## src/verilog/exec_pkg.sv

```systemverilog
/*
 * Shared constants and types for the instruction-subset execution unit.
 * Assumes a decode stage that presents one decoded instruction per issue
 * pulse and a register file outside that applies the returned writes.
 */
// What this block does
// - Signed 16-bit add with small signed shift into accumulator; only acc flags change.
// - Add-with-carry sums operands plus carry; one cycle; sets C, DC, N, OV, Z.
// - One-bit arithmetic right shift keeps sign; sets C, N, OV, Z.
// - Multi-bit arithmetic right shift by register or 5-bit literal; sets N, Z only.
// - Conditional branch: one cycle not taken, two taken, no flag change.
// - Branches test accumulator A and accumulator B overflow flags.
// - Branches test accumulator A and accumulator B saturation flags.
// - Signed and unsigned compare branches derived from arithmetic flags.
// - Branches on overflow, carry, negative and zero both set and clear.
// - Multiply operands only the six distinct pairs from registers four to seven.
// - Square uses one operand twice, limited to registers four to seven.
// - File-register forms use working register zero as implicit operand.
// - X prefetch uses register 8 or 9: none, +-2/4/6, index by 12, or off.
// - Y prefetch uses register 10 or 11 with the same options as X.
// - Prefetched operands are written only into registers four to seven.
package exec_pkg;

	localparam int DATA_W = 16;
	localparam int ACC_W  = 40;
	localparam int SHAMT_W = 5;
	localparam int DEFAULT_WORK_REG_W = 4;

	// Register numbers with fixed roles
	localparam logic [3:0] DEFAULT_WORK_REG = 4'h0;
	localparam logic [3:0] MUL_REG_LO       = 4'h4;
	localparam logic [3:0] MUL_REG_HI       = 4'h7;
	localparam logic [3:0] X_PTR_A          = 4'h8;
	localparam logic [3:0] X_PTR_B          = 4'h9;
	localparam logic [3:0] Y_PTR_A          = 4'ha;
	localparam logic [3:0] Y_PTR_B          = 4'hb;
	localparam logic [3:0] INDEX_REG        = 4'hc;

	// Cycle counts
	localparam logic [1:0] CYC_ONE = 2'h1;
	localparam logic [1:0] CYC_TWO = 2'h2;

	// Nibble boundary for the add-with-carry digit carry flag
	localparam int NIB_W = 4;

	typedef enum logic [3:0] {
		OP_NOP, OP_ADD_ACC, OP_ADD_WITH_CARRY_OP, OP_AND, OP_ASR1, OP_ASRN,
		OP_BRANCH_COND, OP_BRANCH_ALWAYS, OP_MUL, OP_SQR
	} op_t;

	// Branch conditions
	typedef enum logic [4:0] {
		CC_C, CC_GE, CC_GEU, CC_GT, CC_GTU, CC_LE, CC_LEU, CC_LT, CC_LTU,
		CC_N, CC_NC, CC_NN, CC_NOV, CC_NZ, CC_OA, CC_OB, CC_OV, CC_SA,
		CC_SB, CC_Z
	} cond_t;

	// Prefetch modification field
	typedef enum logic [2:0] {
		PF_NONE, PF_PLAIN, PF_INC2, PF_INC4, PF_INC6,
		PF_DEC2, PF_DEC4, PF_DEC6
	} pf_mod_t;

endpackage : exec_pkg

```

## src/verilog/prefetch_agu.sv

```systemverilog
/*
 * Address unit for one operand prefetch space.
 * Assumes the caller supplies the current pointer and index register values.
 */
`timescale 1ns/10ps
module prefetch_agu #(
	parameter logic [3:0] PTR_A = 4'h8,
	parameter logic [3:0] PTR_B = 4'h9
) (
	// Request
	input  wire logic              en_i,
	input  wire logic              sel_b_i,
	input  wire logic              indexed_i,
	input  wire exec_pkg::pf_mod_t mod_i,
	input  wire logic [3:0]        dst_i,
	input  wire logic [15:0]       ptr_val_i,
	input  wire logic [15:0]       idx_val_i,
	// Result
	output logic                   rd_o,
	output logic [15:0]            addr_o,
	output logic                   ptr_we_o,
	output logic [3:0]             ptr_reg_o,
	output logic [15:0]            ptr_new_o,
	output logic                   dst_ok_o
);
	import exec_pkg::*;

	logic [15:0] step;

	// Pointer update step from the modification field
	always_comb begin
		step = 16'h0000;
		case (mod_i)
			PF_INC2: step = 16'h0002;
			PF_INC4: step = 16'h0004;
			PF_INC6: step = 16'h0006;
			PF_DEC2: step = 16'hfffe;
			PF_DEC4: step = 16'hfffc;
			PF_DEC6: step = 16'hfffa;
			default: step = 16'h0000;
		endcase
	end

	// Address, pointer write-back and destination check
	always_comb begin
		rd_o      = en_i && (mod_i != PF_NONE || indexed_i);
		ptr_reg_o = (sel_b_i || indexed_i) ? PTR_B : PTR_A;
		addr_o    = indexed_i ? ptr_val_i + idx_val_i : ptr_val_i;
		ptr_we_o  = rd_o && !indexed_i && (step != 16'h0000);
		ptr_new_o = ptr_val_i + step;
		dst_ok_o  = (dst_i >= MUL_REG_LO) && (dst_i <= MUL_REG_HI);
	end

endmodule : prefetch_agu

```

## src/verilog/exec_unit.sv

```systemverilog
/*
 * Execution unit for an instruction subset: accumulator add, add with carry,
 * AND, arithmetic right shifts, branches, multiply/square operand checks and
 * X/Y operand prefetch. Assumes decode presents operands on issue_i and the
 * register file applies the registered write-back outputs.
 */
`timescale 1ns/10ps
module exec_unit (
	// Clock and reset
	input  wire logic                  clk_i,
	input  wire logic                  resetn_i,
	// Issue from decode
	input  wire logic                  issue_i,
	input  wire exec_pkg::op_t         op_i,
	input  wire exec_pkg::cond_t       cond_i,
	input  wire logic                  file_form_i,
	input  wire logic                  acc_b_i,
	input  wire logic [3:0]            dst_reg_i,
	input  wire logic [15:0]           opa_i,
	input  wire logic [15:0]           opb_i,
	input  wire logic signed [3:0]     acc_shift_i,
	input  wire logic [4:0]            shamt_i,
	input  wire logic [3:0]            mul_reg_m_i,
	input  wire logic [3:0]            mul_reg_n_i,
	input  wire logic [15:0]           branch_target_i,
	// Prefetch requests
	input  wire logic                  x_en_i,
	input  wire logic                  x_sel_b_i,
	input  wire logic                  x_idx_i,
	input  wire exec_pkg::pf_mod_t     x_mod_i,
	input  wire logic [3:0]            x_dst_i,
	input  wire logic [15:0]           x_ptr_i,
	input  wire logic                  y_en_i,
	input  wire logic                  y_sel_b_i,
	input  wire logic                  y_idx_i,
	input  wire exec_pkg::pf_mod_t     y_mod_i,
	input  wire logic [3:0]            y_dst_i,
	input  wire logic [15:0]           y_ptr_i,
	input  wire logic [15:0]           idx_val_i,
	// Results
	output logic                       busy_o,
	output logic                       done_o,
	output logic                       illegal_o,
	output logic                       wr_en_o,
	output logic [3:0]                 wr_reg_o,
	output logic [15:0]                wr_data_o,
	output logic                       wr_file_o,
	output logic                       acc_we_o,
	output logic                       acc_sel_o,
	output logic [39:0]                acc_o,
	output logic                       pc_load_o,
	output logic [15:0]                pc_target_o,
	output logic                       x_rd_o,
	output logic [15:0]                x_addr_o,
	output logic                       y_rd_o,
	output logic [15:0]                y_addr_o,
	// Status flags
	output logic                       c_o,
	output logic                       digit_carry_flag_o,
	output logic                       n_o,
	output logic                       overflow_flag_o,
	output logic                       z_o,
	output logic                       acc_a_overflow_flag_o,
	output logic                       acc_b_overflow_flag_o,
	output logic                       acc_a_saturated_flag_o,
	output logic                       acc_b_saturated_flag_o
);
	import exec_pkg::*;

	typedef enum {ST_IDLE, ST_BR2} st_t;
	st_t st_ff, nxt_st;

	logic [ACC_W-1:0] acc_a_ff, acc_b_ff, nxt_acc_a, nxt_acc_b;
	logic c_ff, dc_ff, n_ff, ov_ff, z_ff, oa_ff, ob_ff, sa_ff, sb_ff;
	logic nxt_c, nxt_dc, nxt_n, nxt_ov, nxt_z, nxt_oa, nxt_ob, nxt_sa, nxt_sb;
	logic busy_ff, done_ff, ill_ff, wen_ff, wfile_ff, awe_ff, asel_ff, pcl_ff;
	logic nxt_busy, nxt_done, nxt_ill, nxt_wen, nxt_wfile, nxt_awe, nxt_asel, nxt_pcl;
	logic [3:0]  default_work_reg_ff, nxt_default_work_reg;
	logic [15:0] wdat_ff, nxt_wdat, pct_ff, nxt_pct;
	logic        xrd_ff, yrd_ff, nxt_xrd, nxt_yrd;
	logic [15:0] xad_ff, yad_ff, nxt_xad, nxt_yad;
	logic        take;
	logic [16:0] sum;
	logic [4:0]  nib;
	logic [ACC_W-1:0] acc_cur, acc_add, acc_sum;
	logic        x_rd, y_rd, x_ok, y_ok;
	logic [15:0] x_addr, y_addr;
	logic [ACC_W-1:0] acco_ff, nxt_acco;

	// Selected accumulator view, registered so acc_o comes from a flip-flop
	always_comb begin
		nxt_acco = nxt_asel ? nxt_acc_b : nxt_acc_a;
	end

	// X and Y prefetch address units
	prefetch_agu #(.PTR_A(X_PTR_A), .PTR_B(X_PTR_B)) u_xagu (
		.en_i(x_en_i), .sel_b_i(x_sel_b_i), .indexed_i(x_idx_i), .mod_i(x_mod_i),
		.dst_i(x_dst_i), .ptr_val_i(x_ptr_i), .idx_val_i(idx_val_i),
		.rd_o(x_rd), .addr_o(x_addr), .ptr_we_o(), .ptr_reg_o(), .ptr_new_o(),
		.dst_ok_o(x_ok));
	prefetch_agu #(.PTR_A(Y_PTR_A), .PTR_B(Y_PTR_B)) u_yagu (
		.en_i(y_en_i), .sel_b_i(y_sel_b_i), .indexed_i(y_idx_i), .mod_i(y_mod_i),
		.dst_i(y_dst_i), .ptr_val_i(y_ptr_i), .idx_val_i(idx_val_i),
		.rd_o(y_rd), .addr_o(y_addr), .ptr_we_o(), .ptr_reg_o(), .ptr_new_o(),
		.dst_ok_o(y_ok));

	// Branch condition evaluation from the current flags
	always_comb begin
		take = 1'b0;
		case (cond_i)
			CC_C:    take = c_ff;
			CC_NC:   take = !c_ff;
			CC_N:    take = n_ff;
			CC_NN:   take = !n_ff;
			CC_OV:   take = ov_ff;
			CC_NOV:  take = !ov_ff;
			CC_Z:    take = z_ff;
			CC_NZ:   take = !z_ff;
			CC_GE:   take = (n_ff == ov_ff);
			CC_GT:   take = !z_ff && (n_ff == ov_ff);
			CC_LT:   take = (n_ff != ov_ff);
			CC_LE:   take = z_ff || (n_ff != ov_ff);
			CC_GEU:  take = c_ff;
			CC_GTU:  take = c_ff && !z_ff;
			CC_LTU:  take = !c_ff;
			CC_LEU:  take = !c_ff || z_ff;
			CC_OA:   take = oa_ff;
			CC_OB:   take = ob_ff;
			CC_SA:   take = sa_ff;
			CC_SB:   take = sb_ff;
			default: take = 1'b0;
		endcase
	end

	// Datapath: next flags, write-back and sequencing
	always_comb begin
		nxt_st = ST_IDLE;
		nxt_acc_a = acc_a_ff;  nxt_acc_b = acc_b_ff;
		nxt_c = c_ff;  nxt_dc = dc_ff;  nxt_n = n_ff;  nxt_ov = ov_ff;  nxt_z = z_ff;
		nxt_oa = oa_ff;  nxt_ob = ob_ff;  nxt_sa = sa_ff;  nxt_sb = sb_ff;
		nxt_busy = 1'b0;  nxt_done = 1'b0;  nxt_ill = 1'b0;  nxt_wen = 1'b0;
		nxt_wfile = 1'b0;  nxt_awe = 1'b0;  nxt_asel = asel_ff;  nxt_pcl = 1'b0;
		nxt_default_work_reg = file_form_i ? DEFAULT_WORK_REG : dst_reg_i;
		nxt_wdat = wdat_ff;  nxt_pct = pct_ff;
		nxt_xrd = 1'b0;  nxt_yrd = 1'b0;  nxt_xad = xad_ff;  nxt_yad = yad_ff;
		sum = 17'h00000;  nib = 5'h00;
		acc_cur = acc_b_i ? acc_b_ff : acc_a_ff;
		acc_add = 40'h0;  acc_sum = 40'h0;
		if (st_ff == ST_BR2) begin
			// Second cycle of a taken branch
			nxt_done = 1'b1;
			nxt_pcl = 1'b1;
		end else if (issue_i) begin
			nxt_done = 1'b1;
			case (op_i)
				OP_ADD_ACC: begin
					// Sign-extend then scale; positive shift moves right
					acc_add = {{(ACC_W-DATA_W){opa_i[DATA_W-1]}}, opa_i};
					if (acc_shift_i >= 0)
						acc_add = $signed(acc_add) >>> acc_shift_i;
					else
						acc_add = acc_add << (-acc_shift_i);
					acc_sum = acc_cur + acc_add;
					nxt_awe = 1'b1;
					nxt_asel = acc_b_i;
					if (acc_b_i) begin
						nxt_acc_b = acc_sum;
						nxt_ob = (acc_cur[ACC_W-1] == acc_add[ACC_W-1]) &&
							(acc_sum[ACC_W-1] != acc_cur[ACC_W-1]);
						nxt_sb = sb_ff | nxt_ob;
					end else begin
						nxt_acc_a = acc_sum;
						nxt_oa = (acc_cur[ACC_W-1] == acc_add[ACC_W-1]) &&
							(acc_sum[ACC_W-1] != acc_cur[ACC_W-1]);
						nxt_sa = sa_ff | nxt_oa;
					end
				end
				OP_ADD_WITH_CARRY_OP: begin
					sum = {1'b0, opa_i} + {1'b0, opb_i} + {16'h0000, c_ff};
					nib = {1'b0, opa_i[NIB_W-1:0]} + {1'b0, opb_i[NIB_W-1:0]} + {4'h0, c_ff};
					nxt_wdat = sum[DATA_W-1:0];
					nxt_wen = 1'b1;
					nxt_wfile = file_form_i;
					nxt_c = sum[DATA_W];
					nxt_dc = nib[NIB_W];
					nxt_n = sum[DATA_W-1];
					nxt_ov = (opa_i[DATA_W-1] == opb_i[DATA_W-1]) &&
						(sum[DATA_W-1] != opa_i[DATA_W-1]);
					nxt_z = (sum[DATA_W-1:0] == 16'h0000);
				end
				OP_AND: begin
					nxt_wdat = opa_i & opb_i;
					nxt_wen = 1'b1;
					nxt_wfile = file_form_i;
					nxt_n = nxt_wdat[DATA_W-1];
					nxt_z = (nxt_wdat == 16'h0000);
				end
				OP_ASR1: begin
					nxt_wdat = {opa_i[DATA_W-1], opa_i[DATA_W-1:1]};
					nxt_wen = 1'b1;
					nxt_wfile = file_form_i;
					nxt_c = opa_i[0];
					nxt_n = nxt_wdat[DATA_W-1];
					nxt_ov = 1'b0;
					nxt_z = (nxt_wdat == 16'h0000);
				end
				OP_ASRN: begin
					nxt_wdat = 16'($signed(opa_i) >>> shamt_i);
					nxt_wen = 1'b1;
					nxt_n = nxt_wdat[DATA_W-1];
					nxt_z = (nxt_wdat == 16'h0000);
				end
				OP_BRANCH_COND: begin
					nxt_pct = branch_target_i;
					if (take) begin
						nxt_done = 1'b0;
						nxt_busy = 1'b1;
						nxt_st = ST_BR2;
					end
				end
				OP_BRANCH_ALWAYS: begin
					nxt_pct = branch_target_i;
					nxt_done = 1'b0;
					nxt_busy = 1'b1;
					nxt_st = ST_BR2;
				end
				OP_MUL: begin
					nxt_ill = !((mul_reg_m_i >= MUL_REG_LO) && (mul_reg_n_i <= MUL_REG_HI) &&
						(mul_reg_m_i < mul_reg_n_i));
				end
				OP_SQR: begin
					nxt_ill = !((mul_reg_m_i >= MUL_REG_LO) && (mul_reg_m_i <= MUL_REG_HI));
				end
				default: nxt_done = 1'b1;
			endcase
			// Prefetch only into the multiplier operand registers
			if ((x_rd && !x_ok) || (y_rd && !y_ok))
				nxt_ill = 1'b1;
			nxt_xrd = x_rd && x_ok;
			nxt_yrd = y_rd && y_ok;
			nxt_xad = x_addr;
			nxt_yad = y_addr;
		end
	end

	// State registers
	always_ff @(posedge clk_i or negedge resetn_i) begin
		if (!resetn_i) begin
			st_ff <= ST_IDLE;
			acc_a_ff <= '0;  acc_b_ff <= '0;  acco_ff <= '0;
			{c_ff, dc_ff, n_ff, ov_ff, z_ff, oa_ff, ob_ff, sa_ff, sb_ff} <= '0;
			{busy_ff, done_ff, ill_ff, wen_ff, wfile_ff, awe_ff, asel_ff, pcl_ff} <= '0;
			default_work_reg_ff <= 4'h0;  wdat_ff <= 16'h0000;  pct_ff <= 16'h0000;
			xrd_ff <= 1'b0;  yrd_ff <= 1'b0;  xad_ff <= 16'h0000;  yad_ff <= 16'h0000;
		end else begin
			st_ff <= nxt_st;
			acc_a_ff <= nxt_acc_a;  acc_b_ff <= nxt_acc_b;  acco_ff <= nxt_acco;
			{c_ff, dc_ff, n_ff, ov_ff, z_ff} <= {nxt_c, nxt_dc, nxt_n, nxt_ov, nxt_z};
			{oa_ff, ob_ff, sa_ff, sb_ff} <= {nxt_oa, nxt_ob, nxt_sa, nxt_sb};
			{busy_ff, done_ff, ill_ff, wen_ff} <= {nxt_busy, nxt_done, nxt_ill, nxt_wen};
			{wfile_ff, awe_ff, asel_ff, pcl_ff} <= {nxt_wfile, nxt_awe, nxt_asel, nxt_pcl};
			default_work_reg_ff <= nxt_default_work_reg;  wdat_ff <= nxt_wdat;  pct_ff <= nxt_pct;
			xrd_ff <= nxt_xrd;  yrd_ff <= nxt_yrd;  xad_ff <= nxt_xad;  yad_ff <= nxt_yad;
		end
	end

	// Outputs straight from flip-flops
	assign busy_o = busy_ff;
	assign done_o = done_ff;
	assign illegal_o = ill_ff;
	assign wr_en_o = wen_ff;
	assign wr_reg_o = default_work_reg_ff;
	assign wr_data_o = wdat_ff;
	assign wr_file_o = wfile_ff;
	assign acc_we_o = awe_ff;
	assign acc_sel_o = asel_ff;
	assign acc_o = acco_ff;
	assign pc_load_o = pcl_ff;
	assign pc_target_o = pct_ff;
	assign x_rd_o = xrd_ff;
	assign x_addr_o = xad_ff;
	assign y_rd_o = yrd_ff;
	assign y_addr_o = yad_ff;
	assign c_o = c_ff;
	assign digit_carry_flag_o = dc_ff;
	assign n_o = n_ff;
	assign overflow_flag_o = ov_ff;
	assign z_o = z_ff;
	assign acc_a_overflow_flag_o = oa_ff;
	assign acc_b_overflow_flag_o = ob_ff;
	assign acc_a_saturated_flag_o = sa_ff;
	assign acc_b_saturated_flag_o = sb_ff;
endmodule : exec_unit

```

## config.mk

```make
export PLATFORM = sky130hd
export DESIGN_NAME = exec_unit
export DESIGN_NICKNAME = d
export VERILOG_FILES = /design/src/verilog/exec_pkg.sv /design/src/verilog/prefetch_agu.sv /design/src/verilog/exec_unit.sv
export SDC_FILE = /design/constraint.sdc
export NUM_CORES = 1
export LEC_CHECK = 0
export BUFFER_PORTS_ARGS = -buffer_cell sky130_fd_sc_hd__buf_2
export CAP_MARGIN = 30
export CORE_ASPECT_RATIO = 0.9
export CORE_MARGIN = 4
export CORE_UTILIZATION = 40
export CTS_CLUSTER_DIAMETER = 80
export DETAILED_ROUTE_END_ITERATION = 6
export GPL_TIMING_DRIVEN = 0
export HOLD_SLACK_MARGIN = 0.08
export SETUP_SLACK_MARGIN = 0.5
export SLEW_MARGIN = 30
export SYNTH_ARGS = -nofsm -noshare
export SYNTH_HDL_FRONTEND = slang
export SYNTH_SLANG_ARGS = --single-unit
```

## constraint.sdc

```tcl
create_clock -name clk_i -period 2.73 [get_ports clk_i]
set_input_delay 0.4095 -clock clk_i [delete_from_list [all_inputs] [get_ports clk_i]]
set_output_delay 0.4095 -clock clk_i [all_outputs]
set_load 0.1 [all_outputs]
```

==> results.md <==
* Status: complete, but fails checks
* Failing checks: negative setup slack
* VDD IR max at about 0.81 mV
* Number of synthesized flops with an enable pin at 0
* RSZ-0062 raised after global routing: true
* Die area at 43,400 µm²
* Post-synthesis sequential area ratio at 0.321
* FF/Latch Area at just over 5000 µm²
* Hold Crit Class: input port to register
* Final Hold Viols at 0
* Setup Skew at 0.0105 ns
* Setup WS post-layout at -1.30 ns
* Synth Cell Area at about 16,000 µm²
* LEAKAGE at a little over 0.01 µW
* Most frequent cell after synthesis: nand2_1
* Cell area power density at between 900 and 1000 nW/µm²
* Clk root buf: clkbuf_16
* Final Non-Filler Cells at roughly 2,800
* DP Cell Count at 2,663
* Initial antenna violation count at 2
* Yosys cell types at 91
* Pin count of the biggest net entering global routing at 65
* Crit. End Element: register
* All-layer global routing usage at 0.265
* I/O pins at around 280
* Clk sinks at a little over 200
* Post-Route WL at around 58 mm
* Area delta synth->final at 38.4%
* Tmin final at between 4 and 5 ns
* Initial Util at 0.406
* Chip Height at 198 µm
* Die X at ~220 µm
* Final Cell Area at 22,200 µm²
* Vias post-DR at 16,300
* Slew margin rel. at 0.397
* CTS clk-pin slew, worst paths at ~0.060 ns
* CP max FO at 5
* 1st-iter DRT viols at a little over 1,000
* Number of max-cap violations at 0
* Slew Limit Fails at 0
* Crit path from: acc_shift_i[0]
* Dominant cell type by area after synthesis: dfrtp_1
* Ranking of synthesized cells by area: dfrtp_1 32%, nand2_1 7.1%, ha_1 6.9%, mux2_2 6.0%, o21ai_0 5.2%
* Final period utilization at 1.48
* DR WL/cell at roughly 21 µm
* Critical Path AT at around 4.5 ns
* Syn_area_per_cell at approximately 8.6 µm²
* Synth cell count leaders: 302 x nand2_1, 206 x dfrtp_1, 166 x o21ai_0
* Startpoint Class: input port
* YS warnings at 0
* First-pass GRT wire length at about 93 mm
* GRT overflow at 0
* Clock Latency Late Sink at between 0.5 and 0.6 ns
* Area used by multi-input combinational logic at approximately 12,000 µm²
* Vias in the first global route at roughly 17,000
* Post-synth ARST share at 1.00
* DRC violations left at 0
* Fraction of layout cells with a size suffix above 1 at 0.368
* Register bit total from synthesis at 206
* PortBufs at roughly 260
* Post-synth top area share at 0.321
* H-tree depth at 1
* FILL cells at roughly 3,600
* Post-Synthesis Cells at approximately 1,900
* Placer's final routability congestion estimate at roughly 0.93
* Dpl hpwl at around 43 mm
* CTS tree: built
* Dpl cell area at around 19,000 µm²
* Max frequency at 248 MHz
* CTS Buf Count at 25
* Net count after synthesis at 2,111
* Row cnt at approximately 70
* Vias/cell at approximately 5.7
* Kind of critical path: input port to register
* Most used flip-flop cell after synthesis: dfrtp_1
* WP data required at about 3.2 ns
* Worst Hold Launch: file_form_i
* CORE AREA at just under 40,000 µm²
* Drt pass-1 iters at 6
* Worst-Margin Slew at just over 0.9 ns
* Clock buffer depth at 3
* Reg2reg start: c_o
* Total Nets Final at ~2,500
* Setup Viol. Count Final at 115
* Post-DRT Antenna Nets at 0
power breakdown:
part	total, µW	switching, µW	internal [µW]
Sequential	4500	499	4000
Combinational	13400	8830	4590
Clock	3370	1350	2020
Total	21300	10700	10600
path summary, 6_finish.rpt:
check,to,slack (ns),cells after the start
hold / removal,wr_reg_o[3],0.09,2
min in group asynchronous,pc_target_o[12],0.35,2
setup / recovery,acc_b_ff[32],-1.30,24
hold reg to reg,wr_data_o[14],0.48,1
setup reg to reg,z_o,-0.49,10
max in group asynchronous,c_o,1.36,4
timing repair:
action / CTS / global route
hold buffers: 17 / 0
pin swaps: 119 / 73
hold endpoints to repair: 58 / 0
endpoints found under the setup margin: 154 / 148
gates cloned: 2 / 0
buffers inserted: 91 / 21
gates resized for setup: 337 / 87
flip-flops by register name, summed over array words and instances, names as in the netlist, 4 cells and up:
| name | count |
|---|---|
| acc_a_ff | 40 |
| acc_b_ff | 40 |
| acc_o | 40 |
| pc_target_o | 16 |
| wr_data_o | 15 |
| wr_reg_o | 4 |
| x_addr_o | 16 |
| y_addr_o | 16 |
worst max-delay path, stage by stage:
cell       delay [ns]
buf_8            0.09
inv_8            0.03
clkbuf_16        0.13
ha_4             0.26
buf_8            0.14
buf_12           0.12
buf_16           0.13
a211oi_2         0.21
a21oi_2          0.07
buf_4            0.14
nand2_2          0.07
nand2_2          0.09
a211oi_2         0.21
a21oi_1          0.07
ha_1             0.33
o21a_1           0.21
o211a_1          0.22
a22oi_2          0.20
a311o_1          0.32
a21oi_4          0.11
a221oi_4         0.31
o21ai_2          0.13
xor2_2           0.19
mux2_4           0.27
cell type report:
type	count	share of cell area
well taps	532	0.0300
diodes	1	0.000113
clock inverters	8	0.00552
plain buffers	122	0.0330
clock buffers	35	0.0308
repair buffers	396	0.117
flip-flops and latches	206	0.233
inverters	42	0.00789
multi-input cells	1496	0.543
cells by family after synthesis:
kind of cell,after synthesis,synth area share
mux,174,0.131
simple gates,590,0.168
flops,206,0.321
xor+xnor,74,0.0404
buf+inv,164,0.0408
fa+ha+maj,94,0.0757
compound gates,564,0.223
metrics by stage:
step | utilization | hold slack, ns | setup TNS, ns | total power, µW | setup slack, ns
detailed placement | 0.468 | 0.330 | -251.03 | 15200 | -3.00
finish | 0.561 | 0.0948 | -103.42 | 21300 | -1.30
global route | 0.561 | 0.0955 | -117.93 | 22400 | -1.39
floorplan | - | 0.114 | -90.49 | 12900 | -1.36
CTS | 0.549 | 0.0811 | -88.24 | 20700 | -1.16
global placement | 0.466 | 0.451 | -737.11 | 15100 | -3.14
cells in the final DEF, fill, tap and decap left out, types with 17 or more instances in the layout:
master         netlist  final
a211oi_1            34     26
a21o_1              39     39
a21oi_1            132     86
a21oi_2              5     40
buf_2               13    274
buf_4                2     86
buf_6                2     32
clkbuf_1            90     60
clkbuf_16            0     27
dfrtp_1            206    203
dlygate4sd3_1        0     17
ha_1                89     69
inv_1               39     33
mux2_2              85     70
mux2i_1             70     62
nand2_1            302    289
nand3_1             25     22
nor2_1              98     86
nor2b_1             39     37
nor3_1              30     23
o21a_1              21     21
o21ai_0            166     88
o21ai_1             22     67
o21ai_2              3     29
xnor2_1             52     29
per-layer routing:
layer  share of wire  routed length, µm  vias to the layer above  global-route usage
met3           0.055               3200                      114              0.0376
li1                -                  -                     7596                   -
met5         0.00012                  7                        -                   0
met1            0.43              25000                     8021               0.354
met4           0.031               1830                        2              0.0786
met2            0.48              28200                      533               0.449
No activity file was read; power rests on OpenSTA's default activity.
